$ cat src/sch_pkg.sv
// package for the scanner channel handshake block
package sch_pkg;
  localparam int unsigned CLK_MHZ = 250;
  localparam int unsigned CHAN_W = 8;
  localparam logic [CHAN_W-1:0] CHAN_RST = 8'h00;
  localparam int unsigned START_DLY_US = 350;
  localparam int unsigned COMPARE_US = 1000;
  localparam int unsigned DISPLAY_US = 10000;
  localparam int unsigned CMP_DISP_US = 4500;
  localparam int unsigned START_DLY_CYC = START_DLY_US * CLK_MHZ;
  localparam int unsigned COMPARE_CYC = COMPARE_US * CLK_MHZ;
  localparam int unsigned DISPLAY_CYC = DISPLAY_US * CLK_MHZ;
  localparam int unsigned CMP_DISP_CYC = CMP_DISP_US * CLK_MHZ;
  localparam int unsigned MEAS_CYC_DEF = 1000 * CLK_MHZ;
  localparam int unsigned CNT_W = 24;
  localparam logic [CNT_W-1:0] CNT_ZERO = 24'h000000;
  localparam logic [CNT_W-1:0] CNT_ONE = 24'h000001;

  typedef enum logic [2:0] {
    SCH_IDLE = 3'b000,
    SCH_DELAY = 3'b001,
    SCH_MEAS = 3'b010,
    SCH_POST = 3'b011
  } sch_state_t;
endpackage

$ cat src/sch_tmr_if.sv
// interface between the sequencer and its phase timer
`timescale 1ns/100ps
interface sch_tmr_if;
  import sch_pkg::*;
  logic load;
  logic [CNT_W-1:0] len;
  logic done;
  modport ctrl (output load, output len, input done);
  modport tmr (input load, input len, output done);
endinterface

$ cat src/sch_timer.sv
// down counter timing each measurement phase
`timescale 1ns/100ps
module sch_timer (
  input wire logic i_clk,
  input wire logic i_rst_n,
  sch_tmr_if.tmr t
);
  import sch_pkg::*;
  typedef struct packed {
    logic [CNT_W-1:0] cnt;
    logic done;
  } sch_tmr_st_t;
  sch_tmr_st_t st_r;
  sch_tmr_st_t st_nxt;

  always_comb begin
    st_nxt = st_r;
    st_nxt.done = 1'b0;
    if (t.load) begin
      st_nxt.cnt = t.len;
    end else if (st_r.cnt != CNT_ZERO) begin
      st_nxt.cnt = st_r.cnt - CNT_ONE;
      st_nxt.done = (st_r.cnt == CNT_ONE);
    end
  end

  always_ff @(posedge i_clk) begin
    if (!i_rst_n) begin
      st_r <= '0;
    end else begin
      st_r <= st_nxt;
    end
  end

  assign t.done = st_r.done;
endmodule // sch_timer

$ cat src/sch_handshake.sv
// meter side of the scanner channel handshake
// Functional notes
// - on trigger, capture channel number and measure with its correction data; here only while strobe is low, else the last channel is kept.
// - measurement begins typically 350 us after trigger.
// - after end-of-measurement, meter accepts the next trigger.
// - correction data switch adds no time, inside settling.
// - comparison takes about 1 ms before end-of-measurement.
// - display update takes about 10 ms per page before end-of-measurement.
// - combined comparison and display interval is about 4.5 ms.
// - slash-named signals are active low, others active high.
// - analog-complete asserts when analog measurement finishes.
// - end-of-measurement asserts only when data and comparison are valid.
// - in external trigger mode, start on trigger rising edge.
`timescale 1ns/100ps
module sch_handshake #(
  parameter int unsigned START_CYC = sch_pkg::START_DLY_CYC,
  parameter int unsigned MEAS_CYC = sch_pkg::MEAS_CYC_DEF,
  parameter int unsigned POST_CYC = sch_pkg::CMP_DISP_CYC
) (
  input wire logic i_clk,
  input wire logic i_rst_n,
  input wire logic i_ext_trigger_in_mode,
  input wire logic i_ext_trigger_in,
  input wire logic [sch_pkg::CHAN_W-1:0] i_chan_sel_n,
  input wire logic i_chan_strobe_n,
  output logic o_meas_busy,
  output logic [sch_pkg::CHAN_W-1:0] o_corr_chan,
  output logic o_corr_load,
  output logic o_meas_done_n,
  output logic o_meas_end_n
);
  import sch_pkg::*;

  typedef struct packed {
    sch_state_t state;
    logic trig_d;
    logic [CHAN_W-1:0] chan;
    logic corr_load;
    logic busy;
    logic done_n;
    logic end_n;
    logic [CNT_W-1:0] ph_cyc;
  } sch_st_t;
  sch_st_t st_r;
  sch_st_t st_nxt;
  logic tmr_load;
  logic [CNT_W-1:0] tmr_len;

  sch_tmr_if tif ();
  assign tif.load = tmr_load;
  assign tif.len = tmr_len;

  sch_timer u_timer (
    .i_clk(i_clk),
    .i_rst_n(i_rst_n),
    .t(tif.tmr)
  );

  // fit a cycle count into the timer width
  function automatic logic [CNT_W-1:0] cyc(input int unsigned n);
    cyc = CNT_W'(n);
  endfunction

  wire trig_rise = i_ext_trigger_in && !st_r.trig_d;

  always_comb begin
    st_nxt = st_r;
    st_nxt.trig_d = i_ext_trigger_in;
    st_nxt.corr_load = 1'b0;
    tmr_load = 1'b0;
    tmr_len = CNT_ZERO;
    unique case (st_r.state)
      SCH_IDLE: begin
        // edges in other modes are ignored and the sequencer stays idle
        if (i_ext_trigger_in_mode && trig_rise) begin
          if (!i_chan_strobe_n) begin
            st_nxt.chan = ~i_chan_sel_n;
          end
          st_nxt.end_n = 1'b1;
          st_nxt.busy = 1'b1;
          st_nxt.state = SCH_DELAY;
          tmr_load = 1'b1;
          tmr_len = cyc(START_CYC);
        end
      end
      SCH_DELAY: begin
        if (tif.done) begin
          st_nxt.corr_load = 1'b1;
          st_nxt.state = SCH_MEAS;
          tmr_load = 1'b1;
          tmr_len = cyc(MEAS_CYC);
        end
      end
      SCH_MEAS: begin
        if (tif.done) begin
          st_nxt.done_n = 1'b0;
          st_nxt.state = SCH_POST;
          tmr_load = 1'b1;
          tmr_len = cyc(POST_CYC);
        end
      end
      SCH_POST: begin
        if (tif.done) begin
          // analog-complete withdrawn with the end flag so the scanner may release
          st_nxt.done_n = 1'b1;
          st_nxt.end_n = 1'b0;
          st_nxt.busy = 1'b0;
          st_nxt.state = SCH_IDLE;
        end
      end
      default: st_nxt.state = SCH_IDLE;
    endcase
    // phase age, read only by the length checks; drops out of synthesis
    if (st_nxt.state != st_r.state || st_r.state == SCH_IDLE) begin
      st_nxt.ph_cyc = CNT_ZERO;
    end else begin
      st_nxt.ph_cyc = st_r.ph_cyc + CNT_ONE;
    end
  end

  always_ff @(posedge i_clk) begin
    if (!i_rst_n) begin
      st_r <= '{state: SCH_IDLE, trig_d: 1'b1, chan: CHAN_RST, corr_load: 1'b0,
                busy: 1'b0, done_n: 1'b1, end_n: 1'b1, ph_cyc: CNT_ZERO};
    end else begin
      st_r <= st_nxt;
    end
  end

  assign o_meas_busy = st_r.busy;
  assign o_corr_chan = st_r.chan;
  assign o_corr_load = st_r.corr_load;
  assign o_meas_done_n = st_r.done_n;
  assign o_meas_end_n = st_r.end_n;

  // lengths are held against the phase age, not against the timer that makes them
  trig_capture_a: assert property (@(posedge i_clk) disable iff (!i_rst_n)
    st_r.state == SCH_IDLE && i_ext_trigger_in_mode && trig_rise && !i_chan_strobe_n
    |=> o_corr_chan == ~$past(i_chan_sel_n)) else $error("channel not captured");
  strobe_ignore_a: assert property (@(posedge i_clk) disable iff (!i_rst_n)
    i_chan_strobe_n |=> o_corr_chan == $past(o_corr_chan))
    else $error("channel taken without strobe");
  rise_only_a: assert property (@(posedge i_clk) disable iff (!i_rst_n)
    st_r.state == SCH_IDLE && !(i_ext_trigger_in_mode && trig_rise) |=> st_r.state == SCH_IDLE)
    else $error("start without rising edge");
  start_delay_a: assert property (@(posedge i_clk) disable iff (!i_rst_n)
    $rose(o_meas_busy) |-> !o_corr_load [*2])
    else $error("measurement started early");
  done_order_a: assert property (@(posedge i_clk) disable iff (!i_rst_n)
    $fell(o_meas_done_n) |-> o_meas_end_n && o_meas_busy)
    else $error("analog done out of order");
  end_after_done_a: assert property (@(posedge i_clk) disable iff (!i_rst_n)
    $fell(o_meas_end_n) |-> !$past(o_meas_done_n))
    else $error("end without analog done");
  end_idle_a: assert property (@(posedge i_clk) disable iff (!i_rst_n)
    !o_meas_end_n |-> !o_meas_busy && st_r.state == SCH_IDLE)
    else $error("not ready after end");
  corr_load_a: assert property (@(posedge i_clk) disable iff (!i_rst_n)
    o_corr_load |-> st_r.state == SCH_MEAS && o_meas_done_n)
    else $error("correction load misplaced");
  post_len_a: assert property (@(posedge i_clk) disable iff (!i_rst_n)
    $fell(o_meas_done_n) |-> o_meas_end_n [*2])
    else $error("post phase too short");
  start_len_a: assert property (@(posedge i_clk) disable iff (!i_rst_n)
    st_r.state == SCH_DELAY && tif.done |-> st_r.ph_cyc == cyc(START_CYC))
    else $error("start delay length wrong");
  meas_len_a: assert property (@(posedge i_clk) disable iff (!i_rst_n)
    st_r.state == SCH_MEAS && tif.done |-> st_r.ph_cyc == cyc(MEAS_CYC))
    else $error("measurement length wrong");
  post_cyc_a: assert property (@(posedge i_clk) disable iff (!i_rst_n)
    st_r.state == SCH_POST && tif.done |-> st_r.ph_cyc == cyc(POST_CYC))
    else $error("compare and display length wrong");
  busy_chan_a: assert property (@(posedge i_clk) disable iff (!i_rst_n)
    o_meas_busy |=> $stable(o_corr_chan))
    else $error("channel changed mid measurement");
  chan_hold_a: assert property (@(posedge i_clk) disable iff (!i_rst_n)
    !(st_r.state == SCH_IDLE && i_ext_trigger_in_mode && trig_rise) |=> $stable(o_corr_chan))
    else $error("channel changed without trigger");
  busy_state_a: assert property (@(posedge i_clk) disable iff (!i_rst_n)
    o_meas_busy == (st_r.state != SCH_IDLE))
    else $error("busy out of step with sequencer");
  out_excl_a: assert property (@(posedge i_clk) disable iff (!i_rst_n)
    !o_meas_end_n |-> o_meas_done_n)
    else $error("analog done still low at end");
  done_post_a: assert property (@(posedge i_clk) disable iff (!i_rst_n)
    !o_meas_done_n |-> st_r.state == SCH_POST && o_meas_busy)
    else $error("analog done outside compare phase");
  done_rise_a: assert property (@(posedge i_clk) disable iff (!i_rst_n)
    $rose(o_meas_done_n) |-> !o_meas_end_n)
    else $error("analog done withdrawn early");
  end_hold_a: assert property (@(posedge i_clk) disable iff (!i_rst_n)
    !o_meas_end_n && !(i_ext_trigger_in_mode && trig_rise) |=> !o_meas_end_n)
    else $error("end flag dropped without trigger");
  delay_quiet_a: assert property (@(posedge i_clk) disable iff (!i_rst_n)
    st_r.state == SCH_DELAY |-> o_meas_done_n && o_meas_end_n && !o_corr_load)
    else $error("outputs active before start");
  meas_quiet_a: assert property (@(posedge i_clk) disable iff (!i_rst_n)
    st_r.state == SCH_MEAS |-> o_meas_done_n && o_meas_end_n && o_meas_busy)
    else $error("outputs active during measurement");
  post_hold_a: assert property (@(posedge i_clk) disable iff (!i_rst_n)
    st_r.state == SCH_POST |-> !o_meas_done_n && o_meas_end_n)
    else $error("analog done not held in compare phase");
  load_once_a: assert property (@(posedge i_clk) disable iff (!i_rst_n)
    o_corr_load |=> !o_corr_load)
    else $error("correction load held");
  rst_out_a: assert property (@(posedge i_clk)
    !i_rst_n |=> !o_meas_busy && !o_corr_load && o_meas_done_n && o_meas_end_n && o_corr_chan == CHAN_RST)
    else $error("outputs not idle after reset");

  // start, analog done, end, trigger without strobe, trigger in another mode
  trig_cov_c: cover property (@(posedge i_clk) disable iff (!i_rst_n) $rose(o_meas_busy));
  done_cov_c: cover property (@(posedge i_clk) disable iff (!i_rst_n) $fell(o_meas_done_n));
  end_cov_c: cover property (@(posedge i_clk) disable iff (!i_rst_n) $fell(o_meas_end_n));
  nostrobe_cov_c: cover property (@(posedge i_clk) disable iff (!i_rst_n)
    st_r.state == SCH_IDLE && i_ext_trigger_in_mode && trig_rise && i_chan_strobe_n);
  refused_cov_c: cover property (@(posedge i_clk) disable iff (!i_rst_n)
    !i_ext_trigger_in_mode && trig_rise);
endmodule // sch_handshake

$ cat config.mk
export PLATFORM = sky130hd
export DESIGN_NAME = sch_handshake
export DESIGN_NICKNAME = d
export VERILOG_FILES = /design/src/sch_pkg.sv /design/src/sch_tmr_if.sv /design/src/sch_timer.sv /design/src/sch_handshake.sv
export SDC_FILE = /design/constraint.sdc
export NUM_CORES = 1
export LEC_CHECK = 0
export BUFFER_PORTS_ARGS = -buffer_cell sky130_fd_sc_hd__buf_2
export CAP_MARGIN = 20
export CORE_UTILIZATION = 41
export CTS_CLUSTER_SIZE = 28
export DETAILED_ROUTE_END_ITERATION = 7
export GPL_TIMING_DRIVEN = 0
export PLACE_DENSITY_LB_ADDON = 0.3
export SLEW_MARGIN = 20
export SYNTH_ARGS = -nofsm -noshare
export SYNTH_HDL_FRONTEND = slang
export SYNTH_SLANG_ARGS = --single-unit
$ cat constraint.sdc
create_clock -name i_clk -period 6 [get_ports i_clk]
set_input_delay 0.3 -clock i_clk [delete_from_list [all_inputs] [get_ports i_clk]]
set_output_delay 0.3 -clock i_clk [all_outputs]
set_load 0.05 [all_outputs]
==> results of run 1 <==
flip-flops by register name, summed over array words and instances, names as in the netlist:
name,count
u_timer.st_r,24
o_corr_load,1
st_r,3
o_meas_busy,1
o_meas_done_n,1
o_corr_chan,8
o_meas_end_n,1
u_timer.t.done,1
layer usage:
| metal | vias up | track usage, % |
|---|---|---|
| met2 | 30 | 24.4 |
| met4 | 0 | 3.27 |
| met3 | 2 | 3.75 |
| met1 | 770 | 24.3 |
| met5 | - | 0 |
| li1 | 874 | - |
worst paths after layout:
path                    startpoint               end  cells past startpoint
setup / recovery   u_timer.st_r[6]  u_timer.st_r[24]                      5
hold reg to reg      o_meas_done_n     o_meas_done_n                      2
hold / removal    i_ext_trigger_in          st_r[36]                      2
setup reg to reg   u_timer.st_r[6]  u_timer.st_r[24]                      5
logic make-up after synthesis:
kind of cell               count (synthesis)
and+or+nand+nor                          106
AOI/OAI and AO/OA                         42
DFF                                       40
buffers and inverters                     22
xor gates and xnor gates                  13
adders and majority gates                  7
muxes                                      2
area by class of cell:
cell class	count	area, um2	area share (%)
inverter	6	22.5	0.965
buffer	16	106	4.56
tap	67	83.8	3.59
sequential	40	801	34.3
multi-input combinational	170	1090	46.8
timing repair buffer	24	120	5.14
clock buffer	6	72.6	3.11
clock inverter	2	35.0	1.50
worst max-delay path, stage by stage (launching register included):
cell     delay [ps]
dfxtp_1         340
nor3_1          440
nand3_1         410
or4_1           600
or4_1           410
nand2_1          80
per-stage QoR:
stage / util [%] / hold slack, ps / instance area, um2
2_1_floorplan: - / 401 / 2020
3_3_place_gp: 47.2 / 460 / 2230
3_5_place_dp: 47.2 / 467 / 2230
4_1_cts: 49.4 / 213 / 2330
5_1_grt: 49.4 / 209 / 2330
6_report: 49.4 / 221 / 2330
report_power, final:
group | leakage, nW | switching (mW) | internal [mW]
combinational | 0.697 | 0.360 | 0.269
clock | 0.0552 | 0.0914 | 0.123
sequential | 0.326 | 0.0759 | 0.349
total | 1.08 | 0.527 | 0.742
layout by cell type (no fill, tap or decap), drive strengths merged, types with 6 or more instances in the layout:
cell type  synthesis  routed
ha                 7       7
nand2             33      33
nand3             12      12
buf               11      35
xnor2              8       8
nor3              10      10
or4                8       8
dfxtp             40      40
o211a              8       8
nor2              17      17
clkbuf             5      11
inv                6       6
o21ai             17      17
==> metrics.csv, run 1 <==
metric;value;unit
status;finished, final reports clean;
grt_setup_unrepaired;no;
wl_per_cell;12.6;um
cts_setup_buffers;0;
fillers;440;
ys_types;50;
drtPass1Iterations;4;
finalNonFillerCells;331;
synth_edf_count;0;
hp-class;input pin to register;
reg2reg_setup_slack;3640;ps
cts_sinks;40;
fin_ws;3640;ps
total_power;1.27;mW
synth_xor_area_share;5.63;%
ctsResizeCount;0;
num_rows;25;
place_ws;3690;ps
wl_met3;122;um
ys_ff_latch;40;
clkTransAtPathRegs;80;ps
vias;1676;
grt-ovfl-total;0;
cts_inserted_buffers;5;
synth_top_area_share;39.6;%
diodes;0;
crit_fanout;9;
vias_per_cell;5.06;
antenna_found_initial;0;
ant_nets;0;
setup_tns;0;ps
end_kind;register;
muxShareOfSynthArea;0.989;%
groute.usage.overall;16.4;%
async_flop_share;0;%
cts_hold_buf;0;
h-tree-depth;2;
synthesis.area;2020;um2
top_layer_used;met4;
clock_latency;280;ps
crit_required;6230;ps
die_w;72.2;um
synth_fp_nets;252;
netlist_top_cells_count;dfxtp_1, nand2_1, nor2_1, o21ai_0, nand3_1;
max_cap_viol_count;0;
place.gp.congestion;0.802;
finalSetupViolCount;0;
drt_iter0_drc;111;
cts_buffer_depth;2;
yosysSeqAreaShare;39.6;%
finClkSkew;7.82;ps
grt_pass1_wl;6.82;mm
ys_top_cells_by_area;dfxtp_1, nand2_1, ha_1;
io_pins;25;
layout-drive-gt1-share;20.8;%
dp_hpwl;3.02;mm
die_y;72.2;um
leakage;1.08;nW
yosysTopAreaCell;dfxtp_1;
power_density;544;nW/um2
slew_headroom;51.4;%
cts_root_buf;clkbuf_8;
first_global_vias;1433;
worstPathArrival;2580;ps
finalMaxSlewViolations;0;
finalHoldViolCount;0;
synth_fa_ha_area_share;4.33;%
grt_start_max_net_pins;13;
synthSimpleGateAreaFrac;28.6;%
period_needed;2360;ps
drt-met1-wl;2.16;mm
synth_top_family_by_area;simple AND/OR/NAND/NOR gates;
ir_worst_vdd;212;uV
num-nets-final;283;
period_share;39.3;%
synth_area_per_cell;8.72;um2
core-area;4720;um2
fmax;424;MHz
io_buffers;24;
syn_inst;232;
cts_tree;yes;
synth_most_common_cell;dfxtp_1;
dieArea;5220;um2
path_class;register to register;
start_util;42.8;%
startpoint_type;register;
wl;4.17;mm
ys_warn_count;0;
met2WireLength;1.87;mm
ys.flop_type;dfxtp_1;
tightest_slew;726;ps
syn_to_final_growth;15.4;%
dp.cells;323;
synth_compound_area_share;14.5;%
remaining_drc_errors;0;
Power figures use the tool's default switching activity.
==> run 2: changes to the inputs <==
- clock period: 6 -> 2.4 ns (I/O delays scaled with it)
==> metrics.csv, run 2 (same netlist as run 1, synthesis figures left out) <==
metric;value;unit;change
status;finished, final reports clean;;
grt-ovfl-total;0;;unchanged
setup_tns;0;ps;unchanged
io_buffers;24;;unchanged
die_y;72.2;um;unchanged
finClkSkew;8.11;ps;+0.282 ps
cp_top_family;simple AND/OR/NAND/NOR gates;;
core-area;4720;um2;unchanged
fin_ws;106;ps;-3540 ps
largest_reg_flops;24;;unchanged
clkTransAtPathRegs;80;ps;about the same
power_density;1360;nW/um2;+150%
antenna_found_initial;0;;unchanged
layout-drive-gt1-share;22.2;%;+1.3 points
vias_per_cell;5.07;;+0.17%
leakage;1.10;nW;+1.7%
critPathBufInv;1;;+1
groute.usage.overall;16.4;%;unchanged
clock_latency;280;ps;about the same
grt_setup_unrepaired;no;;
diodes;0;;unchanged
total_power;3.23;mW;+150%
start_util;42.8;%;unchanged
period_share;95.6;%;+56 points
syn_to_final_growth;17.4;%;
slowest_delay;560;ps;-40 ps
crit_fanout;8;;-1
slew_headroom;66.6;%;+15 points
grt_start_max_net_pins;13;;unchanged
num-nets-final;285;;+0.71%
drtPass1Iterations;4;;unchanged
worstPathArrival;2460;ps;-120 ps
multiInputGateArea;1120;um2;+2.3%
path_class;register to register;;
cts_buffer_depth;2;;unchanged
wl;4.20;mm;+0.62%
startpoint_type;register;;
finalSetupViolCount;0;;unchanged
cts_hold_buf;0;;unchanged
drt_iter0_drc;120;;+8.1%
hp-class;input pin to register;;
fmax;436;MHz;+2.7%
finalMaxSlewViolations;0;;unchanged
max_cap_viol_count;0;;unchanged
place_ws;86.3;ps;-3600 ps
first_global_vias;1433;;unchanged
cts_inserted_buffers;5;;unchanged
crit_required;2560;ps;-3670 ps
die_w;72.2;um;unchanged
cts_root_buf;clkbuf_8;;
period_needed;2290;ps;-61.6 ps
wl_per_cell;12.6;um;about the same
tightest_slew;498;ps;-228 ps
dp_hpwl;3.02;mm;unchanged
finalHoldViolCount;0;;unchanged
path_cells;or4_4 > or2_4 > or4_1 > buf_2 > nand2_2 > o21ai_0;;
regMostFlops;u_timer.st_r;;
ant_nets;0;;unchanged
place.gp.congestion;0.802;;unchanged
remaining_drc_errors;0;;unchanged
dieArea;5220;um2;unchanged
final_common_cell;dfxtp_1;;
cts_tree;yes;;
mostFrequentLayoutCells;dfxtp_1, nand2_1, buf_2;;
h-tree-depth;2;;unchanged
ff_latch_area;801;um2;unchanged
cpMaxStageDelayCell;or4_4;;
ir_worst_vdd;528;uV;+150%
grt_pass1_wl;6.82;mm;unchanged
end_kind;register;;
io_pins;25;;unchanged
num_rows;25;;unchanged
vias;1689;;+0.78%
cts_sinks;40;;unchanged
fillers;431;;-2.0%
==> run 2: cell types whose count changed in the layout (fill, tap and decap cells not counted), sizes merged <==
cell  previous run  this run
buf             35        37
==> run 2: layer usage <==
metal / vias up / wire (um) / track usage (%)
met2: 25 / 1890 / 24.4
li1: 882 / - / -
met1: 780 / 2160 / 24.3
met3: 2 / 128 / 3.75
met4: 0 / 14 / 3.27
met5: - / 0 / 0
==> run 2: where the power goes <==
group / switching [mW] / internal (mW)
sequential: 0.211 / 0.873
combinational: 0.904 / 0.705
clock: 0.230 / 0.309
==> run 2: stage by stage <==
stage | hold WS [ps] | instance area [um2] | util (%) | std cells
4_1_cts | 32.9 | 2330 | 49.4 | 331
5_1_grt | 29.6 | 2370 | 50.3 | 333
3_5_place_dp | 336 | 2230 | 47.2 | 323
6_report | 41.2 | 2370 | 50.3 | 333
2_1_floorplan | 221 | 2020 | - | 232
3_3_place_gp | 333 | 2230 | 47.2 | 323
==> run 2: cell type report <==
type                       instances  area share [%]
clock inverter                     2            1.48
multi-input combinational        170            47.1
tap                               67            3.53
buffer                            16            4.48
inverter                           6           0.948
clock buffer                       6            3.06
timing repair buffer              26            5.69
sequential                        40            33.7
==> run 2: repair_timing <==
action	in CTS	in global routing
setup buffers	0	2
endpoints found under the setup margin	0	1
resized for setup	0	4
==> run 2: worst paths after layout <==
| path | startpoint | endpoint | slack, ps | cells past startpoint |
|---|---|---|---|---|
| setup / recovery | u_timer.st_r[17] | u_timer.st_r[13] | 110 | 6 |
| hold / removal | i_ext_trigger_in | st_r[36] | 40 | 2 |
| setup reg to reg | u_timer.st_r[17] | u_timer.st_r[13] | 110 | 6 |
| hold reg to reg | o_meas_done_n | o_meas_done_n | 480 | 2 |
==> run 3: changes to the inputs <==
- CORE_UTILIZATION: 41 -> 57
- TNS_END_PERCENT: not set -> 1
==> metrics.csv, run 3 (same netlist as run 1, synthesis figures left out) <==
metric;value;unit;change
path_class;register to register;;
cts_inserted_buffers;5;;unchanged
clkPwrFrac;10.6;%;-6.1 points
status;finished, final reports clean;;
min_to;o_corr_chan[7];;
ff2ff_path_depth;6;;unchanged
seqPwrFrac;35.8;%;+2.3 points
finClkSkew;6.94;ps;-1.16 ps
crit_required;2630;ps;+70 ps
finalMaxSlewViolations;0;;unchanged
ant_nets;0;;unchanged
cts_sinks;40;;unchanged
mostFrequentLayoutCells;dfxtp_1, nand2_1, buf_2;;
num-nets-final;284;;-0.35%
top_usage_layer;met2;;
ir_worst_vdd;688;uV;+30%
dieArea;3790;um2;-27%
whs_path_depth;3;;+1
period_needed;2300;ps;+10.6 ps
start_util;60.2;%;+17 points
grt_start_max_net_pins;12;;-1
r2r-start;u_timer.st_r[17];;
cpMaxStageDelayCell;or4_4;;
cts_tree;yes;;
grt_pass1_wl;6.52;mm;-4.4%
regMostFlops;u_timer.st_r;;
internal_power;1.66;mW;-12%
swShare;44.4;%;+2.8 points
total_power;2.99;mW;-7.5%
place_ws;127;ps;+40.2 ps
max_cap_viol_count;0;;unchanged
clock_latency;340;ps;+60 ps
core-area;3360;um2;-29%
grt-ovfl-total;0;;unchanged
fmax;434;MHz;-0.46%
finalSetupViolCount;0;;unchanged
worstPathArrival;2530;ps;+70 ps
first_global_vias;1454;;+1.5%
met1_usage;31.4;%;+7.1 points
period_share;96.0;%;+0.44 points
cts_root_buf;clkbuf_4;;
dp_hpwl;3.01;mm;-0.30%
grt.met3_usage;5.04;%;+1.3 points
power_density;1320;nW/um2;-3.1%
vias;1751;;+3.7%
hp-start;i_chan_sel_n[7];;
h-tree-depth;2;;unchanged
dp.cells;302;;-6.5%
finalHoldViolCount;0;;unchanged
num_rows;21;;-16%
drt_iter0_drc;114;;-5.0%
clkTransAtPathRegs;110;ps;+30 ps
io_buffers;24;;unchanged
reg2reg_to;u_timer.st_r[15];;
wl;4.20;mm;about the same
path_cells;or4_4 > or2_4 > or4_1 > buf_2 > nand2_2 > o21ai_0;;
hp-class;input pin to register;;
fillers;308;;-29%
cts_buffer_depth;2;;unchanged
grt_setup_unrepaired;yes;;
final_common_cell;dfxtp_1;;
reg2reg_setup_slack;100;ps;about the same
wl_per_cell;13.5;um;+7.5%
syn_to_final_growth;12.1;%;
leakage;1.06;nW;-3.5%
finalNonFillerCells;310;;-6.9%
largest_reg_flops;24;;unchanged
die_w;61.6;um;-15%
place.gp.congestion;0.816;;+1.7%
end_kind;register;;
diodes;0;;unchanged
p_sw;1.33;mW;-1.2%
tightest_slew;720;ps;+222 ps
cp_top_family;simple AND/OR/NAND/NOR gates;;
critPathBufInv;1;;unchanged
crit_fanout;8;;unchanged
layout-drive-gt1-share;21.2;%;-0.97 points
drtPass1Iterations;4;;unchanged
die_y;61.6;um;-15%
io_pins;25;;unchanged
pwr-share-comb;53.6;%;+3.8 points
use_met2;38.1;%;+14 points
vias_per_cell;5.65;;+11%
startpoint_type;register;;
groute.usage.overall;23.6;%;+7.2 points
fin_ws;95.2;ps;-10.6 ps
remaining_drc_errors;0;;unchanged
antenna_found_initial;0;;unchanged
slowest_delay;570;ps;about the same
slew_headroom;51.8;%;-15 points
cts_setup_buffers;0;;unchanged
-- run 3: worst max-delay path by stage --
| stage | slack (ps) | end | cells after the start | from |
|---|---|---|---|---|
| finish | 100 | u_timer.st_r[15] | 6 | u_timer.st_r[17] |
| global route | -4 | u_timer.st_r[17] | 6 | st_r[37] |
| CTS | 110 | u_timer.st_r[24] | 5 | u_timer.st_r[3] |
| detailed placement | 130 | u_timer.st_r[15] | 6 | u_timer.st_r[17] |
| global placement | 140 | u_timer.st_r[24] | 5 | u_timer.st_r[6] |
| floorplan | 280 | u_timer.st_r[24] | 5 | u_timer.st_r[17] |
-- run 3: layout make-up --
class                   count  area (um2)  area share [%]
multi-input cells         170        1100            48.7
repair buffers             25         130            5.74
flip-flops and latches     40         801            35.3
inverters                   6        22.5           0.993
clock buffers               6        41.3            1.82
well taps                  46        57.6            2.54
clock inverters             1        5.00           0.221
plain buffers              16         106            4.69
-- run 3: what timing repair did --
item                       CTS  global route
hold buffers                 1             0
setup endpoints to repair    0             2
resized for setup            0             2
hold endpoints to repair     1             0
-- run 3: power groups by stage --
stage	Sequential (mW)	Combinational, mW	Clock, mW
after floorplan	1.04	1.28	0
after global placement	1.07	1.52	0
after detailed placement	1.08	1.57	0
after CTS	1.07	1.58	0.320
after global routing	1.10	1.77	0.342
final	1.07	1.60	0.317
-- run 3: routing by layer --
layer | wire (um) | vias to the layer above
met1 | 2000 | 828
met2 | 1990 | 34
met4 | 36 | 0
li1 | - | 885
met5 | 0 | -
met3 | 172 | 4
-- run 3: tightest hold or removal path, delay by kind of cell --
family | cells | cell delay [ps]
compound gates | 1 | 110
buf+inv | 1 | 70
simple gates | 1 | 40
-- run 3: metrics by stage --
| step | area, um2 | util [%] | setup TNS [ps] | hold slack, ps |
|---|---|---|---|---|
| final | 2270 | 67.4 | 0 | 37.7 |
| after global routing | 2270 | 67.4 | -4.27 | 58.8 |
| after CTS | 2260 | 67.1 | 0 | 38.8 |
| after detailed placement | 2200 | 65.4 | 0 | 339 |
| after global placement | 2200 | 65.4 | 0 | 332 |
| after floorplan | 2020 | - | 0 | 221 |
